<file path="src/core/gpabc_pkg.sv">
// Purpose: Constants and types for the port A/B/C general-purpose I/O block
// Assumes: 8-bit register port, one aligned register per address
// Notes:   Direction and high-drive offsets are local choices
package gpabc_pkg;

    // ------------------------------------------------------------
    // Register map
    // ------------------------------------------------------------
    localparam logic [7:0] GPABC_ADDR_PORT_A_DATA  = 8'h00;
    localparam logic [7:0] GPABC_ADDR_PORT_B_DATA  = 8'h01;
    localparam logic [7:0] GPABC_ADDR_PORT_C_DATA  = 8'h02;
    localparam logic [7:0] GPABC_ADDR_PORT_A_DIR   = 8'h04;
    localparam logic [7:0] GPABC_ADDR_PORT_B_DIR   = 8'h05;
    localparam logic [7:0] GPABC_ADDR_PORT_C_DIR   = 8'h06;
    localparam logic [7:0] GPABC_ADDR_HIGH_DRIVE   = 8'h0C;

    // ------------------------------------------------------------
    // Reset values and fields
    // ------------------------------------------------------------
    localparam logic [7:0] GPABC_DIR_RESET         = 8'h00;
    localparam logic [7:0] GPABC_HD_RESET          = 8'h00;
    localparam logic [7:0] GPABC_HD_DRIVE_MASK     = 8'h3C;
    localparam logic [7:0] GPABC_HD_CLKS_MASK      = 8'h03;
    localparam int         GPABC_HD_PENDING_BIT    = 7;
    localparam logic [1:0] GPABC_CLKS_EXTERNAL     = 2'h1;
    localparam logic [4:0] GPABC_ADC_CH_PB0        = 5'h04;
    localparam logic [4:0] GPABC_ADC_CH_PB1        = 5'h05;
    localparam logic [7:0] GPABC_PC_UPPER_MASK     = 8'h30;
    localparam logic [7:0] GPABC_PC_LOWER_MASK     = 8'h0F;

    // ------------------------------------------------------------
    // Carriers
    // ------------------------------------------------------------
    typedef struct packed {
        logic [7:0] addr;
        logic [7:0] wdata;
        logic       wr;
        logic       rd;
    } gpabc_bus_req_type;

    typedef struct packed {
        logic [7:0] out;
        logic [7:0] oe;
    } gpabc_pin_drive_type;

    typedef struct packed {
        logic       adc_enable;
        logic [4:0] analog_channel_select;
        logic [1:0] timer1_ch0_edge_level_select;
        logic [1:0] timer1_ch1_edge_level_select;
        logic [1:0] timer2_ch0_edge_level_select;
        logic [1:0] timer2_ch1_edge_level_select;
        logic       lcd_module_enable;
        logic       portc_upper_lcd_enable;
        logic       portc_lower_lcd_enable;
        logic [3:0] keyboard_interrupt_enable;
    } gpabc_module_ctrl_type;

endpackage : gpabc_pkg

</file>
<file path="src/core/gpabc_ports.sv">
// Purpose: Data latches, direction registers and pin muxing for ports A, B, C
// Assumes: Module control fields arrive from on-chip logic on clk
// Notes:   Pin inputs are synchronised before any read path sees them
// What this block does
// - Direction bit 1 enables pin output buffer; 0 leaves pin high-impedance input.
// - Reset clears all direction bits, every pin starts as input.
// - Reset leaves the data latches untouched.
// - Port A data read gives latch for outputs, pin level for inputs.
// - Port B data read gives pin level for inputs, latch for outputs.
// - Port C data read gives latch for outputs, pin level for inputs.
// - Data writes always update latch; input read-back stays the pin.
// - ADC channel selecting a port B pin overrides its port logic.
// - First timer edge/level fields claim port B pins 2 and 3.
// - Second timer edge/level fields claim port B pins 4 and 5.
// - Port B pin 2 feeds periodic-interrupt clock when source field is 01.
// - LCD module enable hands port B pins 6 and 7 to frontplanes.
// - High-drive bits select high sink drive on port B pins 2 to 5.
// - High drive acts only where the pin is an output.
// - Port C upper/lower enables with LCD enable hand pins to frontplanes.
// - Enabled keyboard inputs override port A pin logic.
`timescale 1ns/1ps
`default_nettype none

module gpabc_ports
    import gpabc_pkg::*;
(
    input  wire logic                  clk,              // 50 MHz system clock
    input  wire logic                  sys_rst,          // Synchronous reset, high
    input  wire gpabc_bus_req_type     bus_req,          // Register access request
    output var  logic [7:0]            bus_rdata,        // Read data, cycle after read
    input  wire gpabc_module_ctrl_type mod_ctrl,         // Shared-function controls
    input  wire logic [7:0]            port_a_in,        // Port A pin levels
    input  wire logic [7:0]            port_b_in,        // Port B pin levels
    input  wire logic [7:0]            port_c_in,        // Port C pin levels
    input  wire logic                  periodic_irq_pending, // Pending flag, periodic unit
    input  wire gpabc_pin_drive_type   timer_drive,      // Timer pins, bits 5:2 used
    input  wire gpabc_pin_drive_type   lcd_drive_b,      // Frontplane drive, bits 7:6
    input  wire gpabc_pin_drive_type   lcd_drive_c,      // Frontplane drive, bits 5:0
    output var  gpabc_pin_drive_type   port_a_pins,      // Port A out and enable
    output var  gpabc_pin_drive_type   port_b_pins,      // Port B out and enable
    output var  gpabc_pin_drive_type   port_c_pins,      // Port C out and enable
    output var  logic [7:0]            port_b_high_sink, // High sink drive per pin
    output var  logic [7:0]            port_b_analog,    // Pin given to ADC
    output var  logic [7:0]            timer_capture_in, // Synced pins for timers
    output var  logic                  periodic_irq_external_clock, // Synced clock in
    output var  logic [3:0]            keyboard_interrupt_input,    // Synced key pins
    output var  logic [1:0]            periodic_irq_clock_source    // Clock source field
);

    // ------------------------------------------------------------
    // Registers and combinational nets
    // ------------------------------------------------------------
    logic [7:0] port_a_data_latch_q;
    logic [7:0] port_b_data_latch_q;
    logic [7:0] port_c_data_latch_q;
    logic [7:0] port_a_direction_q;
    logic [7:0] port_b_direction_q;
    logic [7:0] port_c_direction_q;
    logic [7:0] port_b_high_drive_control_q;
    logic [7:0] sync_a_s1_q;
    logic [7:0] sync_a_q;
    logic [7:0] sync_b_s1_q;
    logic [7:0] sync_b_q;
    logic [7:0] sync_c_s1_q;
    logic [7:0] sync_c_q;
    logic [7:0] rdata_d;
    logic [7:0] b_override;
    logic [7:0] c_override;
    logic [7:0] a_override;
    logic [7:0] b_adc_sel;
    logic [7:0] b_timer_sel;
    logic [7:0] b_lcd_sel;
    logic [7:0] c_lcd_sel;
    logic [7:0] hd_read;

    // ------------------------------------------------------------
    // Pin synchronisers
    // ------------------------------------------------------------
    always_ff @(posedge clk) begin
        sync_a_s1_q <= port_a_in;
        sync_a_q    <= sync_a_s1_q;
        sync_b_s1_q <= port_b_in;
        sync_b_q    <= sync_b_s1_q;
        sync_c_s1_q <= port_c_in;
        sync_c_q    <= sync_c_s1_q;
    end

    // ------------------------------------------------------------
    // Data latches, no reset
    // ------------------------------------------------------------
    always_ff @(posedge clk) begin
        if (bus_req.wr) begin
            unique case (bus_req.addr)
                GPABC_ADDR_PORT_A_DATA: port_a_data_latch_q <= bus_req.wdata;
                GPABC_ADDR_PORT_B_DATA: port_b_data_latch_q <= bus_req.wdata;
                GPABC_ADDR_PORT_C_DATA: port_c_data_latch_q <= bus_req.wdata;
                default: ;
            endcase
        end
    end

    // ------------------------------------------------------------
    // Direction and high-drive registers
    // ------------------------------------------------------------
    always_ff @(posedge clk) begin
        if (sys_rst) begin
            port_a_direction_q <= GPABC_DIR_RESET;
            port_b_direction_q <= GPABC_DIR_RESET;
            port_c_direction_q <= GPABC_DIR_RESET;
        end else if (bus_req.wr) begin
            unique case (bus_req.addr)
                GPABC_ADDR_PORT_A_DIR: port_a_direction_q <= bus_req.wdata;
                GPABC_ADDR_PORT_B_DIR: port_b_direction_q <= bus_req.wdata;
                GPABC_ADDR_PORT_C_DIR: port_c_direction_q <= bus_req.wdata;
                default: ;
            endcase
        end
    end

    always_ff @(posedge clk) begin
        if (sys_rst) begin
            port_b_high_drive_control_q <= GPABC_HD_RESET;
        end else if (bus_req.wr && bus_req.addr == GPABC_ADDR_HIGH_DRIVE) begin
            port_b_high_drive_control_q <= bus_req.wdata
                                         & (GPABC_HD_DRIVE_MASK | GPABC_HD_CLKS_MASK);
        end
    end

    // ------------------------------------------------------------
    // Shared-function selection
    // ------------------------------------------------------------
    always_comb begin
        b_adc_sel    = 8'h00;
        b_adc_sel[0] = mod_ctrl.adc_enable
                     && mod_ctrl.analog_channel_select == GPABC_ADC_CH_PB0;
        b_adc_sel[1] = mod_ctrl.adc_enable
                     && mod_ctrl.analog_channel_select == GPABC_ADC_CH_PB1;
        b_timer_sel    = 8'h00;
        b_timer_sel[2] = |mod_ctrl.timer1_ch0_edge_level_select;
        b_timer_sel[3] = |mod_ctrl.timer1_ch1_edge_level_select;
        b_timer_sel[4] = |mod_ctrl.timer2_ch0_edge_level_select;
        b_timer_sel[5] = |mod_ctrl.timer2_ch1_edge_level_select;
        b_lcd_sel    = {{2{mod_ctrl.lcd_module_enable}}, 6'h00};
        c_lcd_sel    = ({8{mod_ctrl.lcd_module_enable && mod_ctrl.portc_upper_lcd_enable}}
                        & GPABC_PC_UPPER_MASK)
                     | ({8{mod_ctrl.lcd_module_enable && mod_ctrl.portc_lower_lcd_enable}}
                        & GPABC_PC_LOWER_MASK);
        b_override   = b_adc_sel | b_timer_sel | b_lcd_sel;
        c_override   = c_lcd_sel;
        a_override   = {4'h0, mod_ctrl.keyboard_interrupt_enable};
    end

    // ------------------------------------------------------------
    // Pin drive
    // ------------------------------------------------------------
    always_ff @(posedge clk) begin
        if (sys_rst) begin
            port_a_pins      <= '0;
            port_b_pins      <= '0;
            port_c_pins      <= '0;
            port_b_high_sink <= 8'h00;
            port_b_analog    <= 8'h00;
        end else begin
            port_a_pins.out  <= port_a_data_latch_q;
            port_a_pins.oe   <= port_a_direction_q & ~a_override;
            port_b_pins.out  <= (port_b_data_latch_q & ~b_override)
                              | (timer_drive.out & b_timer_sel)
                              | (lcd_drive_b.out & b_lcd_sel);
            port_b_pins.oe   <= (port_b_direction_q & ~b_override)
                              | (timer_drive.oe & b_timer_sel & ~b_adc_sel)
                              | (lcd_drive_b.oe & b_lcd_sel);
            port_c_pins.out  <= (port_c_data_latch_q & ~c_override)
                              | (lcd_drive_c.out & c_override);
            port_c_pins.oe   <= (port_c_direction_q & ~c_override)
                              | (lcd_drive_c.oe & c_override);
            port_b_high_sink <= port_b_high_drive_control_q & GPABC_HD_DRIVE_MASK
                              & port_b_direction_q & ~b_override;
            port_b_analog    <= b_adc_sel;
        end
    end

    // ------------------------------------------------------------
    // Inputs handed to other modules
    // ------------------------------------------------------------
    always_ff @(posedge clk) begin
        if (sys_rst) begin
            timer_capture_in            <= 8'h00;
            periodic_irq_external_clock <= 1'b0;
            keyboard_interrupt_input    <= 4'h0;
            periodic_irq_clock_source   <= 2'h0;
        end else begin
            timer_capture_in            <= sync_b_q & b_timer_sel;
            periodic_irq_external_clock <= sync_b_q[2]
                && port_b_high_drive_control_q[1:0] == GPABC_CLKS_EXTERNAL;
            keyboard_interrupt_input    <= sync_a_q[3:0] & mod_ctrl.keyboard_interrupt_enable;
            periodic_irq_clock_source   <= port_b_high_drive_control_q[1:0];
        end
    end

    // ------------------------------------------------------------
    // Read path
    // ------------------------------------------------------------
    always_comb begin
        hd_read                       = port_b_high_drive_control_q;
        hd_read[GPABC_HD_PENDING_BIT] = periodic_irq_pending;
        unique case (bus_req.addr)
            GPABC_ADDR_PORT_A_DATA: rdata_d = (port_a_data_latch_q & port_a_direction_q)
                                            | (sync_a_q & ~port_a_direction_q);
            GPABC_ADDR_PORT_B_DATA: rdata_d = (sync_b_q & ~port_b_direction_q)
                                            | (port_b_data_latch_q & port_b_direction_q);
            GPABC_ADDR_PORT_C_DATA: rdata_d = (port_c_data_latch_q & port_c_direction_q)
                                            | (sync_c_q & ~port_c_direction_q);
            GPABC_ADDR_PORT_A_DIR:  rdata_d = port_a_direction_q;
            GPABC_ADDR_PORT_B_DIR:  rdata_d = port_b_direction_q;
            GPABC_ADDR_PORT_C_DIR:  rdata_d = port_c_direction_q;
            GPABC_ADDR_HIGH_DRIVE:  rdata_d = hd_read;
            default:                rdata_d = 8'h00;
        endcase
    end

    always_ff @(posedge clk) begin
        if (sys_rst) begin
            bus_rdata <= 8'h00;
        end else if (bus_req.rd) begin
            bus_rdata <= rdata_d;
        end else begin
            bus_rdata <= 8'h00;
        end
    end

endmodule : gpabc_ports

`default_nettype wire

</file>
<file path="config.mk">
export PLATFORM = sky130hd
export DESIGN_NAME = gpabc_ports
export DESIGN_NICKNAME = d
export VERILOG_FILES = /design/src/core/gpabc_pkg.sv /design/src/core/gpabc_ports.sv
export SDC_FILE = /design/constraint.sdc
export NUM_CORES = 1
export LEC_CHECK = 0
export ABC_AREA = 1
export BUFFER_PORTS_ARGS = -buffer_cell sky130_fd_sc_hd__buf_2
export CAP_MARGIN = 40
export CORE_AREA = 2 2 158 160
export CTS_CLUSTER_DIAMETER = 60
export DETAILED_ROUTE_END_ITERATION = 8
export DIE_AREA = 0 0 160 162
export MAX_ROUTING_LAYER = met4
export PLACE_DENSITY = 0.51
export SETUP_SLACK_MARGIN = 0.4
export SYNTH_ARGS = -nofsm -noshare
export SYNTH_HDL_FRONTEND = slang
export SYNTH_SLANG_ARGS = --single-unit
</file>
<file path="constraint.sdc">
create_clock -name clk -period 2.4 [get_ports clk]
set_input_delay 0.24 -clock clk [delete_from_list [all_inputs] [get_ports clk]]
set_output_delay 0.24 -clock clk [all_outputs]
set_load 0.01 [all_outputs]
</file>
Yosys cells after proc, flatten, opt, wreduce, memory -nomap -nowiden
Cells that the tools add are included.
Widths: inputs -> output; s select.
- bits in registers: 189
- word-level logic and storage cells: 97
- input bits: 114
- output and inout port bits: 87
- equal/unequal tests: 9
- reductions and logical operators: 18
- mux-type cells: 1
- bitwise logic cells: 42
- operators by type and width (cell ; count):
    $and 8x8->8 ; 15
    $or 8x8->8 ; 9
    $pmux 8 s7 ; 1
    $and 8x6->8 ; 5
    $not 8->8 ; 4
    $eq 8x3->1 const B ; 3
    $reduce_and 2->1 ; 6
    $eq 5x3->1 const B ; 2
    $reduce_or 2->1 ; 5
    $and 6x8->8 ; 1
    $eq 8x1->1 const B ; 1
    $eq 8x2->1 const B ; 1
    $eq 8x4->1 const B ; 1
    $logic_not 8->1 ; 1
    $not 2->8 ; 1
    $not 4->8 ; 1
    $not 6->8 ; 1
    $or 6x8->8 ; 1
    $logic_and 1x1->1 ; 6
    $or 2x6->6 ; 1
    $or 6x4->6 ; 1
    $and 4x4->4 ; 1
    $eq 2x1->1 const B ; 1
    $not 1->1 ; 1

Logic depth before layout (Yosys ltp)
- word-level depth: 8
- mapped depth: 8
- mapped depth without buffers: 7

Worst setup path before layout
No wires, ideal clock.
- path kind: input to register
- start: in bus_req[10] (netlist name)
- end: reg port_c_data_latch_q[0] (enable)
- required time: 2005 ps
- path buffers: 0
- setup time: 395 ps
- stages on the path: 3
- data arrival time: 1338 ps
- slack: 668 ps
- cell sequence: inv_2 -> nand2_2 -> nor4_1
- longest elaborated chain between the ends: 2
- ends and longest elaborated chain (element ; RTL line ; source):
    start: declaration ; gpabc_ports.sv:29 ; input wire gpabc_bus_req_type bus_req,
    $eq 8x2->1 ; gpabc_ports.sv:93 ; unique case (bus_req.addr)
    $reduce_and 2->1 (no line) ; n/a ;
    end signal: assignment ; gpabc_ports.sv:96 ; GPABC_ADDR_PORT_C_DATA: port_c_data_latch_q <= bus_req.wdata;
    end: declaration ; gpabc_ports.sv:55 ; logic [7:0] port_c_data_latch_q;
Every way passes these cells.
A chain may end at the register's enable or synchronous reset.

Final worst setup path
- start: in bus_req[17] (netlist name)
- end: reg port_b_data_latch_q[1] (enable)
- longest elaborated chain between the ends: 2
- ends and longest elaborated chain (element ; RTL line ; source):
    $eq 8x1->1 ; gpabc_ports.sv:93 ;
    $reduce_and 2->1 (no line) ; n/a ;
    end signal: assignment ; gpabc_ports.sv:95 ; GPABC_ADDR_PORT_B_DATA: port_b_data_latch_q <= bus_req.wdata;
    end: declaration ; gpabc_ports.sv:54 ; logic [7:0] port_b_data_latch_q;
Every way passes these cells.

==> flow_summary_export.csv <==
group,metric,value,unit
cells_and_area,largestRegisters,"port_a_pins: 16 flops, port_b_pins: 16 flops, port_c_pins: 16 flops",
sta,min_period_over_period,54.06,%
pwr,vdd_ir_drop_max,0.3639,mV
floorplanning,io_pins,201,
worst_setup_path,required,2540,ps
placement,gp_congestion,0.7928,
worst_setup_path,criticalPathCategory,"input pin to flip-flop",
sta,fmax,0.7707,GHz
cells_and_area,drive_gt1_share,26.12,%
synth,yosys.area_share.adder,0,%
synth,synth_simple_gate_area_share,19.80,%
hold_path,min-delay-path-class,"input pin to flip-flop",
clock_network,cts_setup_buffers,0,
route,via_per_inst,4.010,
global_routing,grt_pass1_vias,4692,
sta,worst_pin_slew,626.0,ps
sta,skew,9.399,ps
sta,maxSlewViolCount,0,
sta,fin_crit,1298,ps
clock_network,cts_tree,"built",
clock_network,cts_made_buffers,17,
clock_network,clock_path_buffers,2,
flow_run,drv_cap,0,
synth,synth_compound_area_share,9.878,%
synth,yosysSeqAreaShare,62.88,%
route,drt_iter0_markers,355,
clock_network,clock_latency,430,ps
sta,finalSetupViolations,0,
floorplanning,dieArea,25920,µm²
sta,relSlewSlack,58.01,%
synth,synthMuxAreaShare,0,%
floorplanning,die_h,162,µm
clock_network,clock_sinks,175,
run_status,outcome,"finished clean",
global_routing,grt_pass1_wl,25940,µm
route,wirelength,16730,µm
worst_setup_path,reg2regPathDepth,6,
route,antenna_left,0,
floorplanning,coreArea,24110,µm²
synth,yosys_warnings,0,
synth,yosysUniqueCellTypes,31,
global_routing,grt_max_degree,40,
synth,yosys.area_share.xor_xnor,0,%
worst_setup_path,worstSetupStartpointType,"input pin",
sta,fin_setup_tns,0,ps
global_routing,grt-ovfl-total,0,
synth,syn_inst,636,
worst_setup_path,cp_max_fo,17,
floorplanning,die_w,160,µm
route,drtPass1Iterations,5,
route,wl_per_cell,14.25,µm
clock_network,clkTransAtPathRegs,70,ps
placement,dp_hpwl,12360,µm
clock_network,clockRootBuffer,"clkbuf_16",
worst_setup_path,r2r_slack,1170,ps
route,num_vias,4708,
sta,finalHoldViolCount,0,
pwr,power.density,768.4,nW/µm²
worst_setup_path,critPathArrivalTime,1440,ps
global_routing,gr-usage-all-layers,13.73,%
route,drt_drc_violations_left,0,
clock_network,htreeDepth,4,
worst_setup_path,regToRegStartpoint,"port_a_direction_q[0]",
global_routing,antenna_found_initial,4,
worst_setup_path,setup.worst_path.end_class,"flip-flop",
pwr,p_leak,0.003580,µW
cells_and_area,nets,947,
synth,syn_avg_cell_area,9.360,µm²
synth,synth_top_family_by_area,"simple AND/OR/NAND/NOR gates",
sta,rsz0062_at_grt,"no",
synth,syn_area,5953,µm²
cells_and_area,area_growth,33.44,%
placement,portBuffers,162,
floorplanning,floorplan.initialDensity,24.70,%
sta,hold_ws,23.10,ps
worst_setup_path,r2r-end,"bus_rdata[0]",
hold_path,min_path_cells,3,
hold_path,min-delay-start,"lcd_drive_b[14]",
hold_path,hold_path_end,"port_b_pins[14]",
floorplanning,std_cell_rows,57,
synth,synth.ff_latch_count,175,
how the worst max path moves through the flow:
stage / startpoint / end / slack (ps)
global placement: bus_req[17] / port_b_data_latch_q[5] / 640
global route: bus_req[15] / port_b_data_latch_q[1] / 1010
CTS: bus_req[15] / port_b_data_latch_q[3] / 1100
detailed placement: bus_req[15] / port_b_data_latch_q[5] / 650
finish: bus_req[17] / port_b_data_latch_q[1] / 1100
floorplan: bus_req[10] / port_c_data_latch_q[0] / 670
Yosys cell counts:
cell	n	area [µm²]
dfxtp_1	151	3023
nand2_1	94	352.8
nor2_1	86	322.8
inv_1	54	202.7
a21oi_1	50	250.2
o21ai_0	49	245.2
nand3_1	42	210.2
edfxtp_1	24	720.7
buf_4	18	135.1
nor3_1	13	65.06
clkbuf_1	9	33.78
o21ai_1	9	45.04
a21boi_0	4	30.03
buf_6	4	45.04
nand2_2	3	18.77
nand3_4	3	52.55
nor2_8	3	60.06
nor4_1	3	18.77
and2_1	2	12.51
inv_2	2	7.510
nand2_4	2	22.52
nor2_2	2	12.51
a21oi_2	1	8.760
buf_1	1	3.750
buf_2	1	5.000
conb_1	1	3.750
inv_4	1	6.260
nand3_2	1	10.01
nor2_4	1	11.26
nor4b_1	1	8.760
o21ai_2	1	8.760
logic make-up (layout without fill, tap and decap cells):
kind of cell | Yosys count | after routing
buffers and inverters | 90 | 287
other | 1 | 18
DFF | 175 | 175
and+or+nand+nor | 256 | 256
AOI/OAI and AO/OA | 114 | 114
final cells by class:
type / count / area [µm²]
fillers: 2607 / 16160
flip-flops and latches: 175 / 3744
multi-input cells: 384 / 1826
repair buffers: 198 / 1176
clock buffers: 22 / 496.7
well taps: 324 / 405.4
inverters: 57 / 216.5
clock inverters: 10 / 70.07
diodes: 4 / 10.01
where the power goes:
group          switching, µW  internal, µW  total [µW]
clock                   1190          1490        2680
sequential              19.3          3040        3060
combinational            205           152         358
total                   1420          4680        6100
critical path, stage by stage:
cell and delay (ps):
buf_2 90, nor2_1 110, nand2_2 120, inv_4 210
nand2_1 100, nor2_1 300, buf_4 250
repair_timing:
item | CTS | global route
hold buffers | 28 | 0
gates resized for setup | 0 | 0
endpoints found under the hold margin | 28 | 0
cell usage in the layout, fill, tap and decap left out, types with 2 or more instances in the layout:
cell type,n
o21ai_0,49
and2_1,2
nor4_1,2
a21oi_1,50
dfxtp_1,151
nand2_4,2
nor2_2,2
inv_2,2
conb_1,14
edfxtp_1,24
clkbuf_16,19
nand3_4,3
nor2_8,3
clkbuf_1,2
clkinv_2,2
nand3_1,42
dlygate4sd3_1,28
nand2_2,3
nor3_1,13
o21ai_1,9
diode_2,4
buf_2,162
nor2_1,86
nand2_1,94
buf_4,6
inv_6,3
inv_4,5
inv_1,53
a21boi_0,4
buf_12,2
layer usage:
layer / track usage [%] / vias to the layer above / share of wire, %
li1: - / 2440 / -
met1: 16.69 / 2127 / 46
met2: 21.86 / 127 / 47
met3: 4.035 / 14 / 5.5
met4: 4.750 / 0 / 1.4
met5: - / - / 0
metrics by stage:
stage                     setup WS, ps  area (µm²)  std cells  util (%)  power [µW]
after detailed placement         653.9        7087       1110     29.40        3458
after global placement           641.9        7087       1110     29.40        3455
after CTS                         1102        7934       1170     32.91        6198
after global routing              1005        7944       1174     32.95        6357
final                             1102        7944       1174     32.95        6104
after floorplan                  667.9        6002        649         -        3298
Note: power is estimated with default switching activity, not from simulation.
